File: config.mk
export PLATFORM = sky130hd
export DESIGN_NAME = bdc_ctrl
export DESIGN_NICKNAME = d
export VERILOG_FILES = /design/src/logic/bdc_pkg.sv /design/src/logic/bdc_sync.sv /design/src/logic/bdc_kgen.sv /design/src/logic/bdc_ctrl.sv
export SDC_FILE = /design/constraint.sdc
export NUM_CORES = 1
export LEC_CHECK = 0
export BUFFER_PORTS_ARGS = -buffer_cell sky130_fd_sc_hd__buf_4
export CELL_PAD_IN_SITES_DETAIL_PLACEMENT = 1
export CELL_PAD_IN_SITES_GLOBAL_PLACEMENT = 2
export CORE_UTILIZATION = 41
export CTS_BUF_LIST = sky130_fd_sc_hd__clkbuf_8
export DETAILED_ROUTE_END_ITERATION = 7
export PLACE_DENSITY_LB_ADDON = 0.05
export SYNTH_ARGS = -nofsm -noshare
export SYNTH_HDL_FRONTEND = slang
export SYNTH_SLANG_ARGS = --single-unit
File: constraint.sdc
create_clock -name pclk -period 2.7 [get_ports pclk]
set_clock_uncertainty 0.15 [all_clocks]
set_input_delay 0.405 -clock pclk [delete_from_list [all_inputs] [get_ports pclk]]
set_output_delay 0.405 -clock pclk [all_outputs]
set_load 0.01 [all_outputs]
File: src/logic/bdc_pkg.sv
package bdc_pkg;
	// APB register byte offsets
	localparam logic [7:0] BDC_CMD_OFF    = 8'h00;
	localparam logic [7:0] BDC_ADDR_OFF   = 8'h04;
	localparam logic [7:0] BDC_WDATA0_OFF = 8'h08;
	localparam logic [7:0] BDC_WDATA1_OFF = 8'h0c;
	localparam logic [7:0] BDC_RDATA0_OFF = 8'h10;
	localparam logic [7:0] BDC_RDATA1_OFF = 8'h14;
	localparam logic [7:0] BDC_STAT_OFF   = 8'h18;
	localparam logic [7:0] BDC_CFG_OFF    = 8'h1c;
	// Field positions
	localparam int BDC_CMD_GO_BIT    = 0;
	localparam int BDC_CMD_RD_BIT    = 1;
	localparam int BDC_STAT_BUSY_BIT = 0;
	localparam int BDC_STAT_RDV_BIT  = 1;
	localparam int BDC_STAT_LOCK_BIT = 2;
	localparam int BDC_CFG_NOP2_BIT  = 0;
	localparam int BDC_CFG_SCM_BIT   = 1;
	localparam int BDC_CFG_DLL_BIT   = 2;
	localparam int BDC_CFG_BANK_LSB  = 4;
	// Reset values
	localparam logic [31:0] BDC_CFG_RST = 32'h0000_0004;
	// Timing
	localparam int BDC_CLK_MHZ       = 40;
	localparam int BDC_KDIV          = 2;
	localparam int BDC_DLL_LOCK_CYC  = 1024;
	localparam int BDC_DLL_RST_NS    = 30;
	localparam int BDC_DLL_RST_CYC   = (BDC_DLL_RST_NS * BDC_CLK_MHZ + 999) / 1000;
	localparam int BDC_RD_NOP_MIN    = 1;
	localparam int BDC_DW            = 18;
	localparam int BDC_AW            = 21;
	localparam int BDC_LANES         = 2;

	typedef struct packed {
		logic [BDC_AW-1:0] addr;
		logic              load_n;
		logic              rw;
		logic [BDC_LANES-1:0] byte_lane_sel_n;
	} bdc_ctl_t;

	typedef struct packed {
		logic [BDC_DW-1:0] dout;
		logic [BDC_DW-1:0] dout_en;
	} bdc_dq_t;

	typedef enum logic [2:0] {
		BDC_IDLE  = 3'b000,
		BDC_CMD   = 3'b001,
		BDC_BEAT1 = 3'b010,
		BDC_BEAT2 = 3'b011,
		BDC_NOP   = 3'b100,
		BDC_DLLW  = 3'b101
	} bdc_state_t;
endpackage

File: src/logic/bdc_sync.sv
`timescale 1ns/10ps
module bdc_sync #(
	parameter int W = 1
) (
	// Clock and reset
	input  wire logic         pclk,
	input  wire logic         presetn,
	// Data
	input  wire logic [W-1:0] d,
	output logic      [W-1:0] q
);
	logic [W-1:0] s1_reg;
	logic [W-1:0] q_reg;
	logic [W-1:0] s1_next;
	logic [W-1:0] q_next;

	always_comb
	begin
		s1_next = d;
		q_next  = s1_reg;
	end

	always_ff @(posedge pclk or negedge presetn)
	begin
		if (!presetn)
		begin
			s1_reg <= '0;
			q_reg  <= '0;
		end
		else
		begin
			s1_reg <= s1_next;
			q_reg  <= q_next;
		end
	end

	assign q = q_reg;
endmodule

File: src/logic/bdc_kgen.sv
`timescale 1ns/10ps
module bdc_kgen #(
	parameter int DIV = 2
) (
	// Clock and reset
	input  wire logic pclk,
	input  wire logic presetn,
	// Control
	input  wire logic run,
	// Clock out and phase pulses
	output logic      k_pos,
	output logic      k_rise,
	output logic      kn_rise
);
	import bdc_pkg::*;
	logic [7:0] cnt_reg;
	logic [7:0] cnt_next;
	logic       k_reg;
	logic       k_next;
	logic       kr_reg;
	logic       kr_next;
	logic       knr_reg;
	logic       knr_next;

	// Counter is eight bits wide
	if (DIV < 1 || DIV > 255)
		$error("bdc_kgen: DIV out of range");

	// Half period of K is DIV pclk cycles; edge pulses rise with the pin, users act one pclk later
	always_comb
	begin
		cnt_next = cnt_reg;
		k_next   = k_reg;
		kr_next  = 1'b0;
		knr_next = 1'b0;
		if (!run)
		begin
			cnt_next = '0;
			k_next   = 1'b0;
		end
		else if (cnt_reg == 8'(DIV - 1))
		begin
			cnt_next = '0;
			k_next   = !k_reg;
			kr_next  = !k_reg;
			knr_next = k_reg;
		end
		else
			cnt_next = cnt_reg + 8'h01;
	end

	always_ff @(posedge pclk or negedge presetn)
	begin
		if (!presetn)
		begin
			cnt_reg <= '0;
			k_reg   <= 1'b0;
			kr_reg  <= 1'b0;
			knr_reg <= 1'b0;
		end
		else
		begin
			cnt_reg <= cnt_next;
			k_reg   <= k_next;
			kr_reg  <= kr_next;
			knr_reg <= knr_next;
		end
	end

	assign k_pos   = k_reg;
	assign k_rise  = kr_reg;
	assign kn_rise = knr_reg;
endmodule

File: src/logic/bdc_ctrl.sv
// Operation
// - Accesses start only on K rise
// - Read: rw high, load low
// - Reads back to back, never cut; here each read is one burst per go, with IDLE between
// - Write: rw low, load low
// - Two write words on K, then Kn
// - Writes back to back, pipelined; here each write is one burst per go, not pipelined
// - Hold output clocks high for single-clock
// - NOP between read and write
// - Separate load per bank
// - Stop clocks 30 ns resets DLL
`timescale 1ns/10ps
module bdc_ctrl #(
	parameter int NBANK = 2
) (
	// Clock and reset
	input  wire logic                         pclk,
	input  wire logic                         presetn,
	// APB slave
	input  wire logic                         psel,
	input  wire logic                         penable,
	input  wire logic                         pwrite,
	input  wire logic [7:0]                   paddr,
	input  wire logic [31:0]                  pwdata,
	output logic      [31:0]                  prdata,
	output logic                              pready,
	output logic                              pslverr,
	// Memory clocks
	output logic                              k_clk,
	output logic                              kn_clk,
	output logic                              c_clk,
	output logic                              cn_clk,
	output logic                              dll_disable_n,
	// Memory control
	output bdc_pkg::bdc_ctl_t                 mem_ctl,
	output logic      [NBANK-1:0]             bank_load_n,
	// Memory data
	output bdc_pkg::bdc_dq_t                  mem_dq,
	input  wire logic [bdc_pkg::BDC_DW-1:0]   dq_in,
	input  wire logic                         echo_strobe_pos
);
	import bdc_pkg::*;

	// Bank select field is two bits wide
	if (NBANK < 1 || NBANK > 4)
		$error("bdc_ctrl: NBANK must be 1 to 4");

	logic k_pos;
	logic k_run_reg;
	logic k_run_next;
	logic k_rise;
	logic kn_rise;
	logic [BDC_DW-1:0] dq_s;
	logic              eq_s;

	bdc_kgen #(.DIV(BDC_KDIV)) u_kgen (
		.pclk    (pclk),
		.presetn (presetn),
		.run     (k_run_reg),
		.k_pos   (k_pos),
		.k_rise  (k_rise),
		.kn_rise (kn_rise)
	);

	// Read data from the pins is asynchronous to pclk
	bdc_sync #(.W(BDC_DW + 1)) u_sync (
		.pclk    (pclk),
		.presetn (presetn),
		.d       ({echo_strobe_pos, dq_in}),
		.q       ({eq_s, dq_s})
	);

	// Software visible state
	logic [31:0]       cfg_reg,   cfg_next;
	logic [BDC_AW-1:0] addr_reg,  addr_next;
	logic [31:0]       wd0_reg,   wd0_next;
	logic [31:0]       wd1_reg,   wd1_next;
	logic [BDC_DW-1:0] rd0_reg,   rd0_next;
	logic [BDC_DW-1:0] rd1_reg,   rd1_next;
	logic              go_reg,    go_next;
	logic              isrd_reg,  isrd_next;
	logic              rdv_reg,   rdv_next;
	logic [31:0]       prdata_reg, prdata_next;
	logic              pready_reg, pready_next;
	logic              pslverr_reg, pslverr_next;
	// Memory side state
	bdc_state_t        st_reg,    st_next;
	bdc_ctl_t          ctl_reg,   ctl_next;
	bdc_dq_t           dq_reg,    dq_next;
	logic [NBANK-1:0]  bld_reg,   bld_next;
	logic              lastrd_reg, lastrd_next;
	logic [1:0]        nop_reg,   nop_next;
	logic [10:0]       lock_reg,  lock_next;
	logic              dll_q_reg, dll_q_next;
	logic [3:0]        stop_reg,  stop_next;
	logic [3:0]        beat_reg,  beat_next;

	wire apb_acc = psel && penable && !pready_reg;
	wire [1:0] bank_sel = cfg_reg[BDC_CFG_BANK_LSB +: 2];
	wire locked = (lock_reg == 11'(BDC_DLL_LOCK_CYC));
	wire burst_done = (st_reg == BDC_BEAT2) && kn_rise && (!isrd_reg || beat_reg == 4'h1);

	function automatic logic [BDC_AW-1:0] bdc_burst_addr(input logic [BDC_AW-1:0] a);
		// Second word flips address LSB
		// burst wraps
		bdc_burst_addr = {a[BDC_AW-1:1], !a[0]};
	endfunction

	always_comb
	begin
		cfg_next     = cfg_reg;
		addr_next    = addr_reg;
		wd0_next     = wd0_reg;
		wd1_next     = wd1_reg;
		go_next      = go_reg;
		isrd_next    = isrd_reg;
		prdata_next  = prdata_reg;
		pready_next  = 1'b0;
		pslverr_next = 1'b0;
		if (apb_acc)
		begin
			pready_next = 1'b1;
			if (pwrite)
				unique case (paddr)
					BDC_CMD_OFF:
					begin
						if (!go_reg)
						begin
							go_next   = pwdata[BDC_CMD_GO_BIT];
							isrd_next = pwdata[BDC_CMD_RD_BIT];
						end
					end
					BDC_ADDR_OFF:   addr_next = pwdata[BDC_AW-1:0];
					BDC_WDATA0_OFF: wd0_next  = pwdata;
					BDC_WDATA1_OFF: wd1_next  = pwdata;
					BDC_CFG_OFF:    cfg_next  = pwdata;
					default:        pslverr_next = !(paddr == BDC_RDATA0_OFF || paddr == BDC_RDATA1_OFF
					                                 || paddr == BDC_STAT_OFF);
				endcase
			else
				unique case (paddr)
					BDC_CMD_OFF:    prdata_next = {30'h0, isrd_reg, go_reg};
					BDC_ADDR_OFF:   prdata_next = {{(32-BDC_AW){1'b0}}, addr_reg};
					BDC_WDATA0_OFF: prdata_next = wd0_reg;
					BDC_WDATA1_OFF: prdata_next = wd1_reg;
					BDC_RDATA0_OFF: prdata_next = {14'h0, rd0_reg};
					BDC_RDATA1_OFF: prdata_next = {14'h0, rd1_reg};
					BDC_STAT_OFF:   prdata_next = {29'h0, locked, rdv_reg, go_reg};
					BDC_CFG_OFF:    prdata_next = cfg_reg;
					default:
					begin
						prdata_next  = 32'h0;
						pslverr_next = 1'b1;
					end
				endcase
		end
		if (burst_done)
			go_next = 1'b0;
	end

	always_comb
	begin
		st_next     = st_reg;
		ctl_next    = ctl_reg;
		dq_next     = dq_reg;
		bld_next    = bld_reg;
		lastrd_next = lastrd_reg;
		nop_next    = nop_reg;
		lock_next   = lock_reg;
		rd0_next    = rd0_reg;
		rd1_next    = rd1_reg;
		rdv_next    = rdv_reg;
		beat_next   = beat_reg;
		k_run_next  = 1'b1;
		dll_q_next  = dll_q_reg;
		stop_next   = stop_reg;
		if (k_rise && !locked)
			lock_next = lock_reg + 11'h001;
		unique case (st_reg)
			BDC_DLLW:
			begin
				if (locked || !cfg_reg[BDC_CFG_DLL_BIT])
					st_next = BDC_IDLE;
			end
			BDC_IDLE:
			begin
				if (go_reg && k_rise && !(lastrd_reg && !isrd_reg && nop_reg != 2'b00))
				begin
					ctl_next.load_n = 1'b0;
					ctl_next.rw     = isrd_reg;
					ctl_next.addr   = addr_reg;
					bld_next = ~(NBANK'(1) << bank_sel);
					ctl_next.byte_lane_sel_n = '1;
					if (!isrd_reg)
						rdv_next = rdv_reg;
					else
						rdv_next = 1'b0;
					st_next = BDC_CMD;
				end
				else if (k_rise)
				begin
					ctl_next.load_n = 1'b1;
					bld_next        = '1;
					if (nop_reg != 2'b00)
						nop_next = nop_reg - 2'h1;
				end
			end
			BDC_CMD:
			begin
				if (k_rise)
				begin
					ctl_next.load_n = 1'b1;
					bld_next        = '1;
					st_next         = BDC_BEAT1;
					beat_next       = 4'h0;
					if (!isrd_reg)
					begin
						dq_next.dout    = wd0_reg[BDC_DW-1:0];
						dq_next.dout_en = '1;
						ctl_next.byte_lane_sel_n = ~wd0_reg[BDC_DW +: BDC_LANES];
					end
				end
			end
			BDC_BEAT1:
			begin
				// Word 0 must still stand at the K rise after the command
				if (k_rise)
				begin
					st_next = BDC_BEAT2;
					if (!isrd_reg)
					begin
						// second word for the Kn rise
						dq_next.dout = wd1_reg[BDC_DW-1:0];
						ctl_next.byte_lane_sel_n = ~wd1_reg[BDC_DW +: BDC_LANES];
					end
				end
			end
			BDC_BEAT2:
			begin
				// two pclk of sync delay put each word half a K later
				if (isrd_reg && k_rise)
				begin
					rd0_next  = dq_s;
					beat_next = 4'h1;
				end
				if (burst_done)
				begin
					dq_next.dout_en = '0;
					ctl_next.byte_lane_sel_n = '1;
					if (isrd_reg)
					begin
						rd1_next = dq_s;
						rdv_next = 1'b1;
					end
					lastrd_next = isrd_reg;
					nop_next    = cfg_reg[BDC_CFG_NOP2_BIT] ? 2'h2 : 2'(BDC_RD_NOP_MIN);
					st_next     = BDC_IDLE;
				end
			end
			default: st_next = BDC_IDLE;
		endcase
		// re-enabling the DLL stops K so that it relocks
		if (stop_reg != 4'h0)
		begin
			k_run_next = 1'b0;
			lock_next  = '0;
			stop_next  = stop_reg - 4'h1;
		end
		else if (st_reg == BDC_IDLE && !go_reg && cfg_reg[BDC_CFG_DLL_BIT] != dll_q_reg)
		begin
			dll_q_next = cfg_reg[BDC_CFG_DLL_BIT];
			if (cfg_reg[BDC_CFG_DLL_BIT])
			begin
				k_run_next = 1'b0;
				lock_next  = '0;
				stop_next  = 4'(BDC_DLL_RST_CYC);
				st_next    = BDC_DLLW;
			end
		end
	end

	always_ff @(posedge pclk or negedge presetn)
	begin
		if (!presetn)
		begin
			cfg_reg     <= BDC_CFG_RST;
			addr_reg    <= '0;
			wd0_reg     <= '0;
			wd1_reg     <= '0;
			rd0_reg     <= '0;
			rd1_reg     <= '0;
			go_reg      <= 1'b0;
			isrd_reg    <= 1'b0;
			rdv_reg     <= 1'b0;
			prdata_reg  <= '0;
			pready_reg  <= 1'b0;
			pslverr_reg <= 1'b0;
			st_reg      <= BDC_DLLW;
			ctl_reg     <= '{addr: '0, load_n: 1'b1, rw: 1'b1, byte_lane_sel_n: '1};
			dq_reg      <= '0;
			bld_reg     <= '1;
			lastrd_reg  <= 1'b0;
			nop_reg     <= 2'h0;
			lock_reg    <= '0;
			k_run_reg   <= 1'b0;
			beat_reg    <= '0;
			dll_q_reg   <= BDC_CFG_RST[BDC_CFG_DLL_BIT];
			stop_reg    <= '0;
		end
		else
		begin
			cfg_reg     <= cfg_next;
			addr_reg    <= addr_next;
			wd0_reg     <= wd0_next;
			wd1_reg     <= wd1_next;
			rd0_reg     <= rd0_next;
			rd1_reg     <= rd1_next;
			go_reg      <= go_next;
			isrd_reg    <= isrd_next;
			rdv_reg     <= rdv_next;
			prdata_reg  <= prdata_next;
			pready_reg  <= pready_next;
			pslverr_reg <= pslverr_next;
			st_reg      <= st_next;
			ctl_reg     <= ctl_next;
			dq_reg      <= dq_next;
			bld_reg     <= bld_next;
			lastrd_reg  <= lastrd_next;
			nop_reg     <= nop_next;
			lock_reg    <= lock_next;
			k_run_reg   <= k_run_next;
			beat_reg    <= beat_next;
			dll_q_reg   <= dll_q_next;
			stop_reg    <= stop_next;
		end
	end

	// Single clock mode: C pair held high, a strap, so change cfg only before lock
	// strap option
	assign c_clk         = cfg_reg[BDC_CFG_SCM_BIT] | k_pos;
	assign cn_clk        = cfg_reg[BDC_CFG_SCM_BIT] | !k_pos;
	assign k_clk         = k_pos;
	assign kn_clk        = !k_pos;
	assign dll_disable_n = cfg_reg[BDC_CFG_DLL_BIT];
	assign mem_ctl       = ctl_reg;
	assign bank_load_n   = bld_reg;
	assign mem_dq        = dq_reg;
	assign prdata        = prdata_reg;
	assign pready        = pready_reg;
	assign pslverr       = pslverr_reg;

	a_nop_spacing: assert property (@(posedge pclk) disable iff (!presetn)
		(st_reg == BDC_IDLE && lastrd_reg && nop_reg != 2'b00 && !isrd_reg) |=> ctl_reg.load_n)
		else $error("write issued without NOP after read");
	a_cmd_on_krise: assert property (@(posedge pclk) disable iff (!presetn)
		$fell(ctl_reg.load_n) |-> $past(k_rise))
		else $error("command launched off K rise");
	a_load_one_k: assert property (@(posedge pclk) disable iff (!presetn)
		$fell(ctl_reg.load_n) |=> !ctl_reg.load_n [*3])
		else $error("load pulse shorter than one K period");
	a_wr_drive: assert property (@(posedge pclk) disable iff (!presetn)
		(st_reg == BDC_CMD && k_rise && !isrd_reg) |=> (mem_dq.dout_en == '1))
		else $error("write data not driven");
	a_rd_nodrive: assert property (@(posedge pclk) disable iff (!presetn)
		(isrd_reg && st_reg != BDC_IDLE) |-> (mem_dq.dout_en == '0))
		else $error("bus driven during read");
	a_burst_done: assert property (@(posedge pclk) disable iff (!presetn)
		(st_reg == BDC_CMD && k_rise) |=> ##[1:12] (st_reg == BDC_IDLE))
		else $error("burst did not complete");
	a_one_bank: assert property (@(posedge pclk) disable iff (!presetn)
		$onehot0(~bld_reg))
		else $error("more than one bank loaded");
	a_lanes_idle: assert property (@(posedge pclk) disable iff (!presetn)
		(st_reg == BDC_IDLE) |-> (ctl_reg.byte_lane_sel_n == '1))
		else $error("lane select active while idle");
	c_read:  cover property (@(posedge pclk) st_reg == BDC_BEAT2 && isrd_reg && kn_rise);
	c_write: cover property (@(posedge pclk) st_reg == BDC_BEAT2 && !isrd_reg && kn_rise);
	c_nop:   cover property (@(posedge pclk) st_reg == BDC_IDLE && go_reg && lastrd_reg && nop_reg != 2'b00);
	c_echo:  cover property (@(posedge pclk) $rose(eq_s));
endmodule

==> results of run 1 <==
## worst max-delay path, delay by kind of cell, from the launching register on
kind          cells  cell delay (ns)
flops             1             0.40
buf+inv           1             0.07
simple gates      4             1.34
fa+ha+maj         1             0.13
## power groups by stage
stage          clock (mW)  sequential, mW  combinational (mW)
3_3_place_gp            0            4.89               0.648
4_1_cts              4.40            4.81               0.723
2_1_floorplan           0            4.86               0.326
5_1_grt              4.62            4.82               0.790
6_report             4.26            4.81               0.703
3_5_place_dp            0            4.89               0.659
## layout by cell type, fill, tap and decap left out, types with 8 or more instances in the layout
cell type / instances
o21ai_0: 54
mux2i_1: 38
mux2_2: 185
a211oi_1: 11
clkbuf_8: 65
xor2_1: 9
nand2_1: 61
nor2_1: 63
inv_1: 37
a22oi_1: 27
dfstp_2: 10
a21oi_1: 53
nand3_1: 17
xnor2_1: 8
dlygate4sd3_1: 52
dfrtp_1: 297
a22o_1: 11
and3_1: 9
buf_4: 199
## synth_stat cells, types with 14 or more instances
cell,number
nand2_1,63
mux2i_1,38
nand3_1,18
a22oi_1,27
o21ai_0,54
clkbuf_1,29
buf_4,18
mux2_2,185
nor2_1,63
dfrtp_1,297
a21oi_1,53
buf_2,20
inv_1,14
## cells by family (layout without fill, tap and decap cells)
| group | count (synthesis) | after routing | share of synthesized area (%) |
|---|---|---|---|
| xor+xnor | 17 | 17 | 1.15 |
| mux | 225 | 225 | 19.2 |
| fa+ha+maj | 6 | 6 | 0.580 |
| compound gates | 182 | 182 | 8.60 |
| buf+inv | 83 | 367 | 3.12 |
| simple gates | 206 | 206 | 7.84 |
| flops | 307 | 307 | 59.5 |
## final timing paths
path	start	endpoint	cells past startpoint
max	u_kgen.cnt_reg[1]	u_kgen.cnt_reg[4]	6
min	penable	pready	2
max reg2reg	u_kgen.cnt_reg[1]	u_kgen.cnt_reg[4]	6
min reg2reg	u_sync.q_next[9]	u_sync.q[9]	0
max in group asynchronous	presetn	u_sync.q_next[3]	3
min in group asynchronous	presetn	mem_ctl[12]	2
## layer usage
metal | wire length [um] | part of all wire, % | vias to the layer above
met1 | 16000 | 46 | 4504
met2 | 16700 | 48 | 171
li1 | - | - | 4129
met4 | 508 | 1.5 | 0
met3 | 1370 | 4.0 | 42
met5 | 0 | 0 | -
## stage by stage
stage | setup WS (ns) | power [mW] | util, % | cells | hold slack (ns)
floorplan | 0.669 | 5.18 | - | 1026 | -0.0406
detailed placement | 0.286 | 5.55 | 47.6 | 1556 | 0.186
CTS | 0.441 | 9.93 | 52.9 | 1706 | 0.00406
global route | 0.356 | 10.2 | 52.9 | 1706 | 0.0221
finish | 0.471 | 9.77 | 52.9 | 1706 | 0.0417
global placement | 0.367 | 5.53 | 47.6 | 1556 | 0.184
## final cells by class
class,count,area [um2]
Clock buffer,65,895
Multi-Input combinational cell,636,4870
Tap cell,396,495
Inverter,14,52.6
Clock inverter,33,199
Timing Repair Buffer,255,2090
Fill cell,3181,14500
Sequential cell,307,7690
==> results summary, run 1 <==
The run finished, with violations left. The checks that failed: design-rule violations. The synthesized cell area is about 0.013 mm2. The net count after synthesis came out at about 1.1k. Walking the worst path, the cells encountered are inv_1 > ha_1 > or4b_2 > nor4_2 > nand2b_1 > nor2_1. The met2 demand-to-capacity share in global routing came out at 36.7%. The first-pass GRT wire length came out at 56000 um. Setup repair after global routing left no endpoint under its margin.

The worst-path maximum fanout came out at 8. The internal portion of the total power is roughly 7.4 mW. The die area came out at 0.0323 mm2.

The clock-pin slew on the worst setup and hold paths came out at around 0.06 ns. The net count of the finished layout is 1336. The class of the most critical setup path is flip-flop to flip-flop. The worst reg-to-reg setup slack came out at 0.47 ns. For this design the total switching power over the nets is 2.39 mW. The average cell area after synthesis came out at approximately 13 um2. In this run the worst hold path is classified as input pin to flip-flop. Yosys mapped a number of flops with a built-in enable equal to 0. The signal arrival time at the worst endpoint is 2.51 ns. The power share of the combinational group came out at between 7 and 8%.

The setup TNS came out at 0 ns. Summed over all cells, the static leakage comes to approximately 8 nW. The number of distinct standard cells referenced by the synthesized netlist is 55.

The number of warning messages in the yosys log came out at 0. The diode insertion count for antenna repair came out at 0. The number of hold-repair buffers added at the cts stage came out at 52. The post-detailed-placement half-perimeter wirelength came out at 22800 um. The first detailed-routing pass ran for 6 iterations. The share of layout cells above drive strength 1 came out at a little under two fifths. Counting along the longest clock path gives a buffer depth of 3. The count of pins on the block boundary is roughly 170. Registers are responsible for about half of the overall power. After routing the design area is around 0.016 mm2. The initial antenna violation count came out at 0. The mean routed wirelength per cell came out at just over 20 um. The most area-hungry cell type in the Yosys netlist is dfrtp_1. The slowest stage cell on the critical path is or4b_2. The starting DRC count in detailed routing is approximately 430. In the post-synthesis netlist, the biggest area contributors are dfrtp_1 (57%), mux2_2 (16%), mux2i_1 (2.9%), o21ai_0 (2.1%), a21oi_1 (2.1%). The proportion of synthesized chip area in sequential cells came out at 59.5%. For this configuration, the core starts out at a cell density of a little over two fifths.

The area of placed instances is between 0.01 and 0.015 mm2. TritonCTS built the clock tree. The number of clock buffers added by TritonCTS is between 50 and 60. The number of buffers inserted by port buffering came out at roughly 160. Per report_power, the clock group accounts for between 40 and 50% of the total. Headroom to the max-slew limit came out at around three fifths. The number of sinks driven by the clock tree came out at a little over 300.

The count of instances resized after the clock tree is built came out at 0. The maximum operating frequency is ~450 MHz. The floorplan has 64 rows. The cell sitting at the root of the clock tree is a clkbuf_8. The count of final hold-check violations is 0. The switching power share of the total came out at roughly 24%. The via count of the first global-routing pass is roughly 10k. The global-route usage over all layers is between 20 and 25%.

In this run the standard cell core region covers around 0.031 mm2. For met3 alone, demand over resource in global routing was between 3 and 4%. After global routing, the most crowded layer is met2.

The power density over cell area is roughly 600 mW/mm2. The most used flip-flop cell after synthesis is dfrtp_1. The die width is between 150 and 200 um. The routed layout has between 8k and 9k vias. The tool flagged a number of max-cap violations equal to 0. The area growth from synthesis to layout came out at 26.0%. The post-synthesis register bit count came out at between 300 and 400. The actual transition at the worst max-transition pin is ~0.62 ns. The via density per instance came out at just over 5. The routing usage on met1 came out at between 30% and 40%.

The detailed-route DRC error count is 12. The die height came out at between 150 and 200 um. The worst-case IR drop observed on VDD is approximately 350 uV. The post-synthesis async set-or-reset flop share came out at 100%. The total setup violations reported at the end of the flow is 0. Wires add up to 34500 um. The required time reported for the critical path endpoint is between 2 and 3 ns.

Counting I/O delays and the setup requirement, the final critical path takes between 2 and 2.5 ns. The maximum level of the CTS H-tree is 2. The number of max-slew violations in the final report is 0. For this run, the slowest stage of the critical path takes 0.60 ns.

The worst setup path is launched from a flip-flop. The aggregate global routing overflow is 0. The final period utilization is 82.6%. In this run the remaining antenna-violating nets after routing total 0. The largest net degree at the start of global routing came out at between 60 and 70.

Of the post-synthesis cell area, the dominant cell type holds 57.5%. The later-pin clock latency in the skew report is around 0.6 ns. The post-CTS setup buffer count came out at 0. The cell count after synthesis came out at just over 1k. The final weighted congestion in routability-driven placement is roughly 0.76. STA classifies the critical path endpoint as a flip-flop.
(Power assumes the default switching activity.)
==> run 2: changes to the inputs <==
==> constraint.sdc (replaced) <==
create_clock -name pclk -period 2.1 [get_ports pclk]
set_clock_uncertainty 0.15 [all_clocks]
set_input_delay 0.315 -clock pclk [delete_from_list [all_inputs] [get_ports pclk]]
set_output_delay 0.315 -clock pclk [all_outputs]
set_load 0.01 [all_outputs]
==> results summary, run 2 (same netlist as run 1, synthesis figures left out) <==
The power density over cell area is 740 mW/mm2 (+23%). The area of placed instances came out at 0.0151 mm2 (+2.7%). The largest net degree at the start of global routing came out at 65 (-1.5%).

The signal arrival time at the worst endpoint is 2.37 ns (-0.14 ns). The post-detailed-placement half-perimeter wirelength is 23300 um (+2.5%). The area taken by flip-flops and latches was 0.00769 mm2 (unchanged). Setup repair after global routing left no endpoint under its margin.

The final weighted congestion in routability-driven placement came out at 0.756 (-0.46%). The mean routed wirelength per cell was 20.0 um (-1.4%). The count of final hold-check violations came out at 0 (unchanged).

The slowest stage cell on the critical path is dfrtp_1. The critical path in this run is classified as flip-flop to flip-flop. The routing usage on met1 came out at 29.9% (-0.92 points). The cell area after layout came to 0.0166 mm2 (+2.1%).

The maximum operating frequency came out at 492 MHz (+9.8%). The worst supply voltage drop on vdd came out at 452 uV (+31%). The area growth from synthesis to layout came out at 28.7%. The worst-path maximum fanout is 10 (+2). The setup TNS came out at 0 ns (unchanged). The final reports fail on design-rule violations. The min-delay analysis places its worst path in the category input pin to flip-flop.

The static leakage is 8.14 nW (+2.2%). The buffer levels on the longest clock path came out at 3 (unchanged). The top cell types in the final layout, fill and taps aside, are dfrtp_1 (297), buf_4 (215), mux2_2 (185). The clock-pin slew on the worst setup and hold paths came out at 0.06 ns (about the same). The initial antenna violation count is 0 (unchanged). The starting DRC count in detailed routing came out at 372 (-13%). The most utilized layer in the global route result is met2. The via count of the first global-routing pass was 9839 (+1.1%). The number of buffers inserted by port buffering is 164 (unchanged).

The initial cell density of the core is 42.0% (unchanged). The via density per instance came out at 5.21 (+0.41%). The later-pin clock latency in the skew report is 0.57 ns (-0.02 ns). The post-CTS setup buffer count is 0 (unchanged). The met3 track utilization from global routing came to 3.53% (+0.22 points). The library cell used most frequently in the layout, excluding fill and tap cells, is dfrtp_1. The area of combinational cells with multiple inputs came to 0.00488 mm2 (+0.15%).

The number of max-cap violations came out at 0 (unchanged). The worst stage delay on the critical path is 0.48 ns (-0.12 ns). The met2 demand-to-capacity share in global routing came out at 36.1% (-0.59 points).

The standard-cell row count was 64 (unchanged). The critical path goes through nand2b_1 > a311oi_1 > a21oi_1 > a21oi_2 > buf_4 > mux2_2. The total setup violations reported at the end of the flow was 0 (unchanged). The count of antenna-violating nets left after detailed routing came out at 0 (unchanged).

The via count of the routed design is 9007 (+1.8%). The headroom to the max-slew limit was 59.6% (+1.0 points). The nature of the critical path startpoint is a flip-flop.

The core footprint came out at 0.0308 mm2 (unchanged). The aggregate global routing overflow came out at 0 (unchanged). The actual transition at the worst max-transition pin is 0.597 ns (-0.0238 ns).

The share of layout cells above drive strength 1 came out at 38.8% (+1.4 points). The global-route usage over all layers is 22.0% (-0.27 points). The wire length after detailed routing came out at 34500 um (about the same). The required time reported for the critical path endpoint is 2.44 ns (-0.54 ns). The run finished, with violations left. The detailed-route DRC error count came out at 18 (+6).

The number of max-slew violations in the final report is 0 (unchanged). The number of sinks driven by the clock tree is 307 (unchanged). The number of buffers created by CTS is 51 (-1.9%).

The cell sitting at the root of the clock tree is a clkbuf_8. The shortest period the worst path allows came out at 2.03 ns (-0.198 ns). The number of filler instances in the final layout is 3222 (+1.3%). The die width was 180 um (unchanged). The count of pins on the block boundary is 166 (unchanged). STA classifies the critical path endpoint as a flip-flop. The count of nets after finishing is 1366 (+2.2%).

The first-pass GRT wire length came to 55500 um (-0.90%). The die height came out at 180 um (unchanged). The die area is 0.0323 mm2 (unchanged). TritonCTS built the clock tree. The final period utilization came out at 96.7% (+14 points). The maximum level of the CTS H-tree is 2 (unchanged). The iteration count of the initial detailed-routing pass came to 8 (+2).
run 2: path summary, 6_finish.rpt:
path | from | endpoint | slack [ns] | cells after the start
hold / removal | paddr[3] | prdata[12] | 0.04 | 3
max in group asynchronous | presetn | cfg_reg[23] | 0.97 | 3
min in group asynchronous | presetn | mem_dq[33] | 0.08 | 2
hold reg to reg | u_sync.q_next[5] | u_sync.q[5] | 0.19 | 0
setup reg to reg | st_reg[1] | mem_ctl[1] | 0.07 | 6
setup / recovery | st_reg[1] | mem_ctl[1] | 0.07 | 6
run 2: area by class of cell:
class,instances,area share [%]
Clock inverter,23,0.571
Sequential cell,307,46.2
Inverter,14,0.316
Antenna cell,1,0.0150
Multi-Input combinational cell,636,29.3
Tap cell,396,2.98
Clock buffer,67,5.54
Timing Repair Buffer,286,15.0
run 2: layer usage:
metal / vias up / wire, um
li1: 4201 / -
met1: 4542 / 15800
met4: 0 / 839
met3: 61 / 1540
met2: 203 / 16300
met5: - / 0
run 2: what timing repair did:
action                                 CTS  global route
pin swaps                                0             0
gates resized for setup                  1             2
setup endpoints to repair                2            26
hold buffers                            53             0
gates cloned                             0             0
endpoints found under the hold margin  435             0
run 2: report_power, final:
part / switching, mW / internal, mW / leakage (nW) / total [mW]
clock: 2.33 / 2.83 / 0.598 / 5.16
sequential: 0.100 / 6.07 / 4.15 / 6.17
combinational: 0.545 / 0.444 / 3.39 / 0.989
run 2: worst max-delay path: cells and delay by family (launching register included):
family | cells | cell delay (ns)
buf+inv | 1 | 0.14
simple gates | 1 | 0.22
mux | 1 | 0.32
flops | 1 | 0.48
compound gates | 3 | 0.63
run 2: stage by stage:
step | setup WS (ns) | power [mW] | hold slack (ns) | util [%] | cells
final | 0.0689 | 12.3 | 0.0446 | 54.0 | 1730
after floorplan | 0.0691 | 6.66 | -0.131 | - | 1026
after global placement | 0.0626 | 7.18 | 0.0832 | 48.9 | 1586
after CTS | 0.0201 | 12.5 | 0.0121 | 54.0 | 1729
after global routing | 0.00167 | 12.9 | 0.0525 | 54.0 | 1729
after detailed placement | 0.0192 | 7.20 | 0.0836 | 48.9 | 1586
==> run 3: changes to the inputs <==
--- a/config.mk
+++ b/config.mk
@@ -11,6 +11,7 @@
 export CORE_UTILIZATION = 41
 export CTS_BUF_LIST = sky130_fd_sc_hd__clkbuf_8
 export DETAILED_ROUTE_END_ITERATION = 7
+export GPL_TIMING_DRIVEN = 0
 export PLACE_DENSITY_LB_ADDON = 0.05
 export SYNTH_ARGS = -nofsm -noshare
 export SYNTH_HDL_FRONTEND = slang
==> results summary, run 3 (same netlist as run 1, synthesis figures left out) <==
The standard-cell row count came out at 64 (unchanged). The shortest period the worst path allows is 2.05 ns (+0.0148 ns). The area of placed instances is 0.0148 mm2 (-2.2%). The maximum level of the CTS H-tree came out at 2 (unchanged).

The setup TNS came out at 0 ns (unchanged). The count of nets after finishing came out at 1389 (+1.7%). The post-detailed-placement half-perimeter wirelength came out at 25300 um (+8.5%). The worst setup path is launched from a flip-flop.

The worst path setup slack after routing is 0.0541 ns (-0.0148 ns). The tightest hold margin came out at 0.0375 ns (-0.00710 ns). The global-route usage over all layers is 23.9% (+2.0 points). The buffer levels on the longest clock path came out at 3 (unchanged). The count of pins on the block boundary is 166 (unchanged). The headroom to the max-slew limit is 43.3% (-16 points).

The worst reg-to-reg setup slack was 0.05 ns (about the same). The most critical setup path has its endpoint at mem_ctl[1]. The via count of the routed design came out at 9320 (+3.5%). The core footprint was 0.0308 mm2 (unchanged). The starting DRC count in detailed routing is 428 (+15%).

The share of power burned in the clock network came to 41.1% (-0.8 points). The number of buffers inserted by port buffering is 164 (unchanged). The largest net degree at the start of global routing is 111 (+71%). The detailed-route DRC error count came out at 12 (-6). The worst supply voltage drop on vdd came out at 383 uV (-15%). The worst-path maximum fanout came out at 10 (unchanged). The count of antenna-violating nets left after detailed routing came to 0 (unchanged).

STA classifies the critical path endpoint as a flip-flop. The number of sinks driven by the clock tree is 307 (unchanged). The diode insertion count for antenna repair came out at 0 (-1). The final weighted congestion in routability-driven placement came out at 0.773 (+2.2%).

The clock-pin slew on the worst setup and hold paths came to 0.06 ns (about the same). The number of buffers created by CTS is 51 (unchanged). The die height came out at 180 um (unchanged).

The share of layout cells above drive strength 1 is 39.3% (+0.51 points). The actual transition at the worst max-transition pin came out at 0.850 ns (+0.253 ns). The first-pass GRT wire length came to 59300 um (+6.7%).

The die area came to 0.0323 mm2 (unchanged). The later-pin clock latency in the skew report came out at 0.59 ns (+0.02 ns). The library cell used most frequently in the layout, excluding fill and tap cells, is dfrtp_1. The number of max-cap violations came out at 0 (unchanged). The static leakage came to 8.17 nW (+0.45%). The initial cell density of the core came out at 42.0% (unchanged).

The number of cells in the design after placement came out at 1589 (+0.19%). The number of max-slew violations in the final report is 0 (unchanged). The power density over cell area is 733 mW/mm2 (-0.95%). In this run the critical register-to-register path is launched from st_reg[1]. The cell area after layout came out at 0.0167 mm2 (+0.15%). The mean routed wirelength per cell came to 21.6 um (+8.4%). The required time reported for the critical path endpoint came to 2.45 ns (about the same). The cell internal power dissipation came to 9.14 mW (-2.2%).

The initial antenna violation count came out at 0 (unchanged). The signal arrival time at the worst endpoint came to 2.40 ns (+0.03 ns). The power share of the sequential group came to 50.4% (+0.3 points). By startpoint and endpoint, the worst setup path is classified as flip-flop to flip-flop. The number of filler instances in the final layout is 3206 (-0.50%). The maximum operating frequency is 489 MHz (-0.72%).

The worst slack after detailed placement came out at -0.798 ns (-0.817 ns). The power share of the combinational group is 8.5% (+0.5 points). The via density per instance was 5.31 (+2.0%). The cell sitting at the root of the clock tree is a clkbuf_8. The die width is 180 um (unchanged).

The iteration count of the initial detailed-routing pass is 6 (-2). The number of non-filler instances in the completed layout is 1755 (+1.4%). The flow ran to the end, but the final reports show violations. The area growth from synthesis to layout is 28.9%. Leaving out fill and tap cells, the most frequent cells in the layout are dfrtp_1 (295), buf_4 (208), mux2_2 (185).

Setup repair after global routing could not meet its margin everywhere. The total setup violations reported at the end of the flow is 0 (unchanged). The wire length after detailed routing is 38000 um (+9.9%). The aggregate global routing overflow came out at 0 (unchanged). The overall power came to 12.2 mW (-0.80%). The switching power share of the total came to 25.2% (+1.0 points).

The via count of the first global-routing pass was 10.1k (+2.3%). The worst hold-check path type is input pin to flip-flop. The count of final hold-check violations came out at 0 (unchanged). The capture instance of the worst register-to-register path is mem_ctl[1]. The utilization after layout came out at 54.1% (+0.081 points).

The critical path starts at st_reg[1]. The number of cells traversed by the worst register-to-register path is 6 (unchanged). The switching power total was 3.08 mW (+3.5%). The final period utilization came out at 97.4% (+0.71 points).

The TritonCTS clock tree is yes. The checks that failed: design-rule violations.
-- run 3: cell types whose count changed in the layout (fill, tap and decap cells not counted), sizes merged --
cell,change
clkbuf,+22
buf,-5
inv,+4
clkinv,+3
clkinvlp,+2
diode,-1
-- run 3: worst min-delay path by stage --
stage | startpoint | end | depth (start not counted)
2_1_floorplan | presetn | addr_reg[0] | 0
5_1_grt | pwrite | isrd_reg | 5
3_5_place_dp | presetn | mem_ctl[12] | 1
6_report | pwrite | isrd_reg | 5
3_3_place_gp | u_sync.q_next[8] | u_sync.q[8] | 0
4_1_cts | pwrite | isrd_reg | 5
-- run 3: power groups by stage --
stage	combinational, mW	clock [mW]	sequential (mW)
4_1_cts	1.03	5.19	6.16
3_3_place_gp	0.837	0	6.26
5_1_grt	1.15	5.46	6.17
3_5_place_dp	0.874	0	6.27
2_1_floorplan	0.419	0	6.24
6_report	1.03	5.03	6.16
-- run 3: area by class of cell --
cell class                      instances  area (um2)  area share, %
Tap cell                              396         495           2.97
Buffer                                 66         442           2.65
Clock buffer                           61         840           5.04
Clock inverter                         32         135          0.811
Sequential cell                       307        7700           46.2
Timing Repair Buffer                  243        2070           12.4
Inverter                               14        52.6          0.315
Multi-Input combinational cell        636        4940           29.6
-- run 3: what timing repair did --
action,in CTS,in global routing
endpoints found under the hold margin,256,0
buffers inserted,11,10
resized for setup,55,18
endpoints found under the setup margin,231,231
hold buffers,54,0
pin swaps,6,8
cloned,0,1
-- run 3: layer usage --
metal / up-vias / share of wire [%] / GRT usage (%)
li1: 4235 / - / -
met1: 4800 / 46 / 33.1
met2: 232 / 48 / 39.2
met3: 53 / 4.6 / 3.97
met4: 0 / 1.8 / 6.17
met5: - / 0 / 0
-- run 3: worst max-delay path: stages, from the launching register on --
cell	delay [ns]
dfrtp_1	0.40
clkbuf_4	0.20
nand2b_2	0.24
a311oi_1	0.28
a21oi_1	0.08
a21oi_2	0.24
mux2_2	0.37
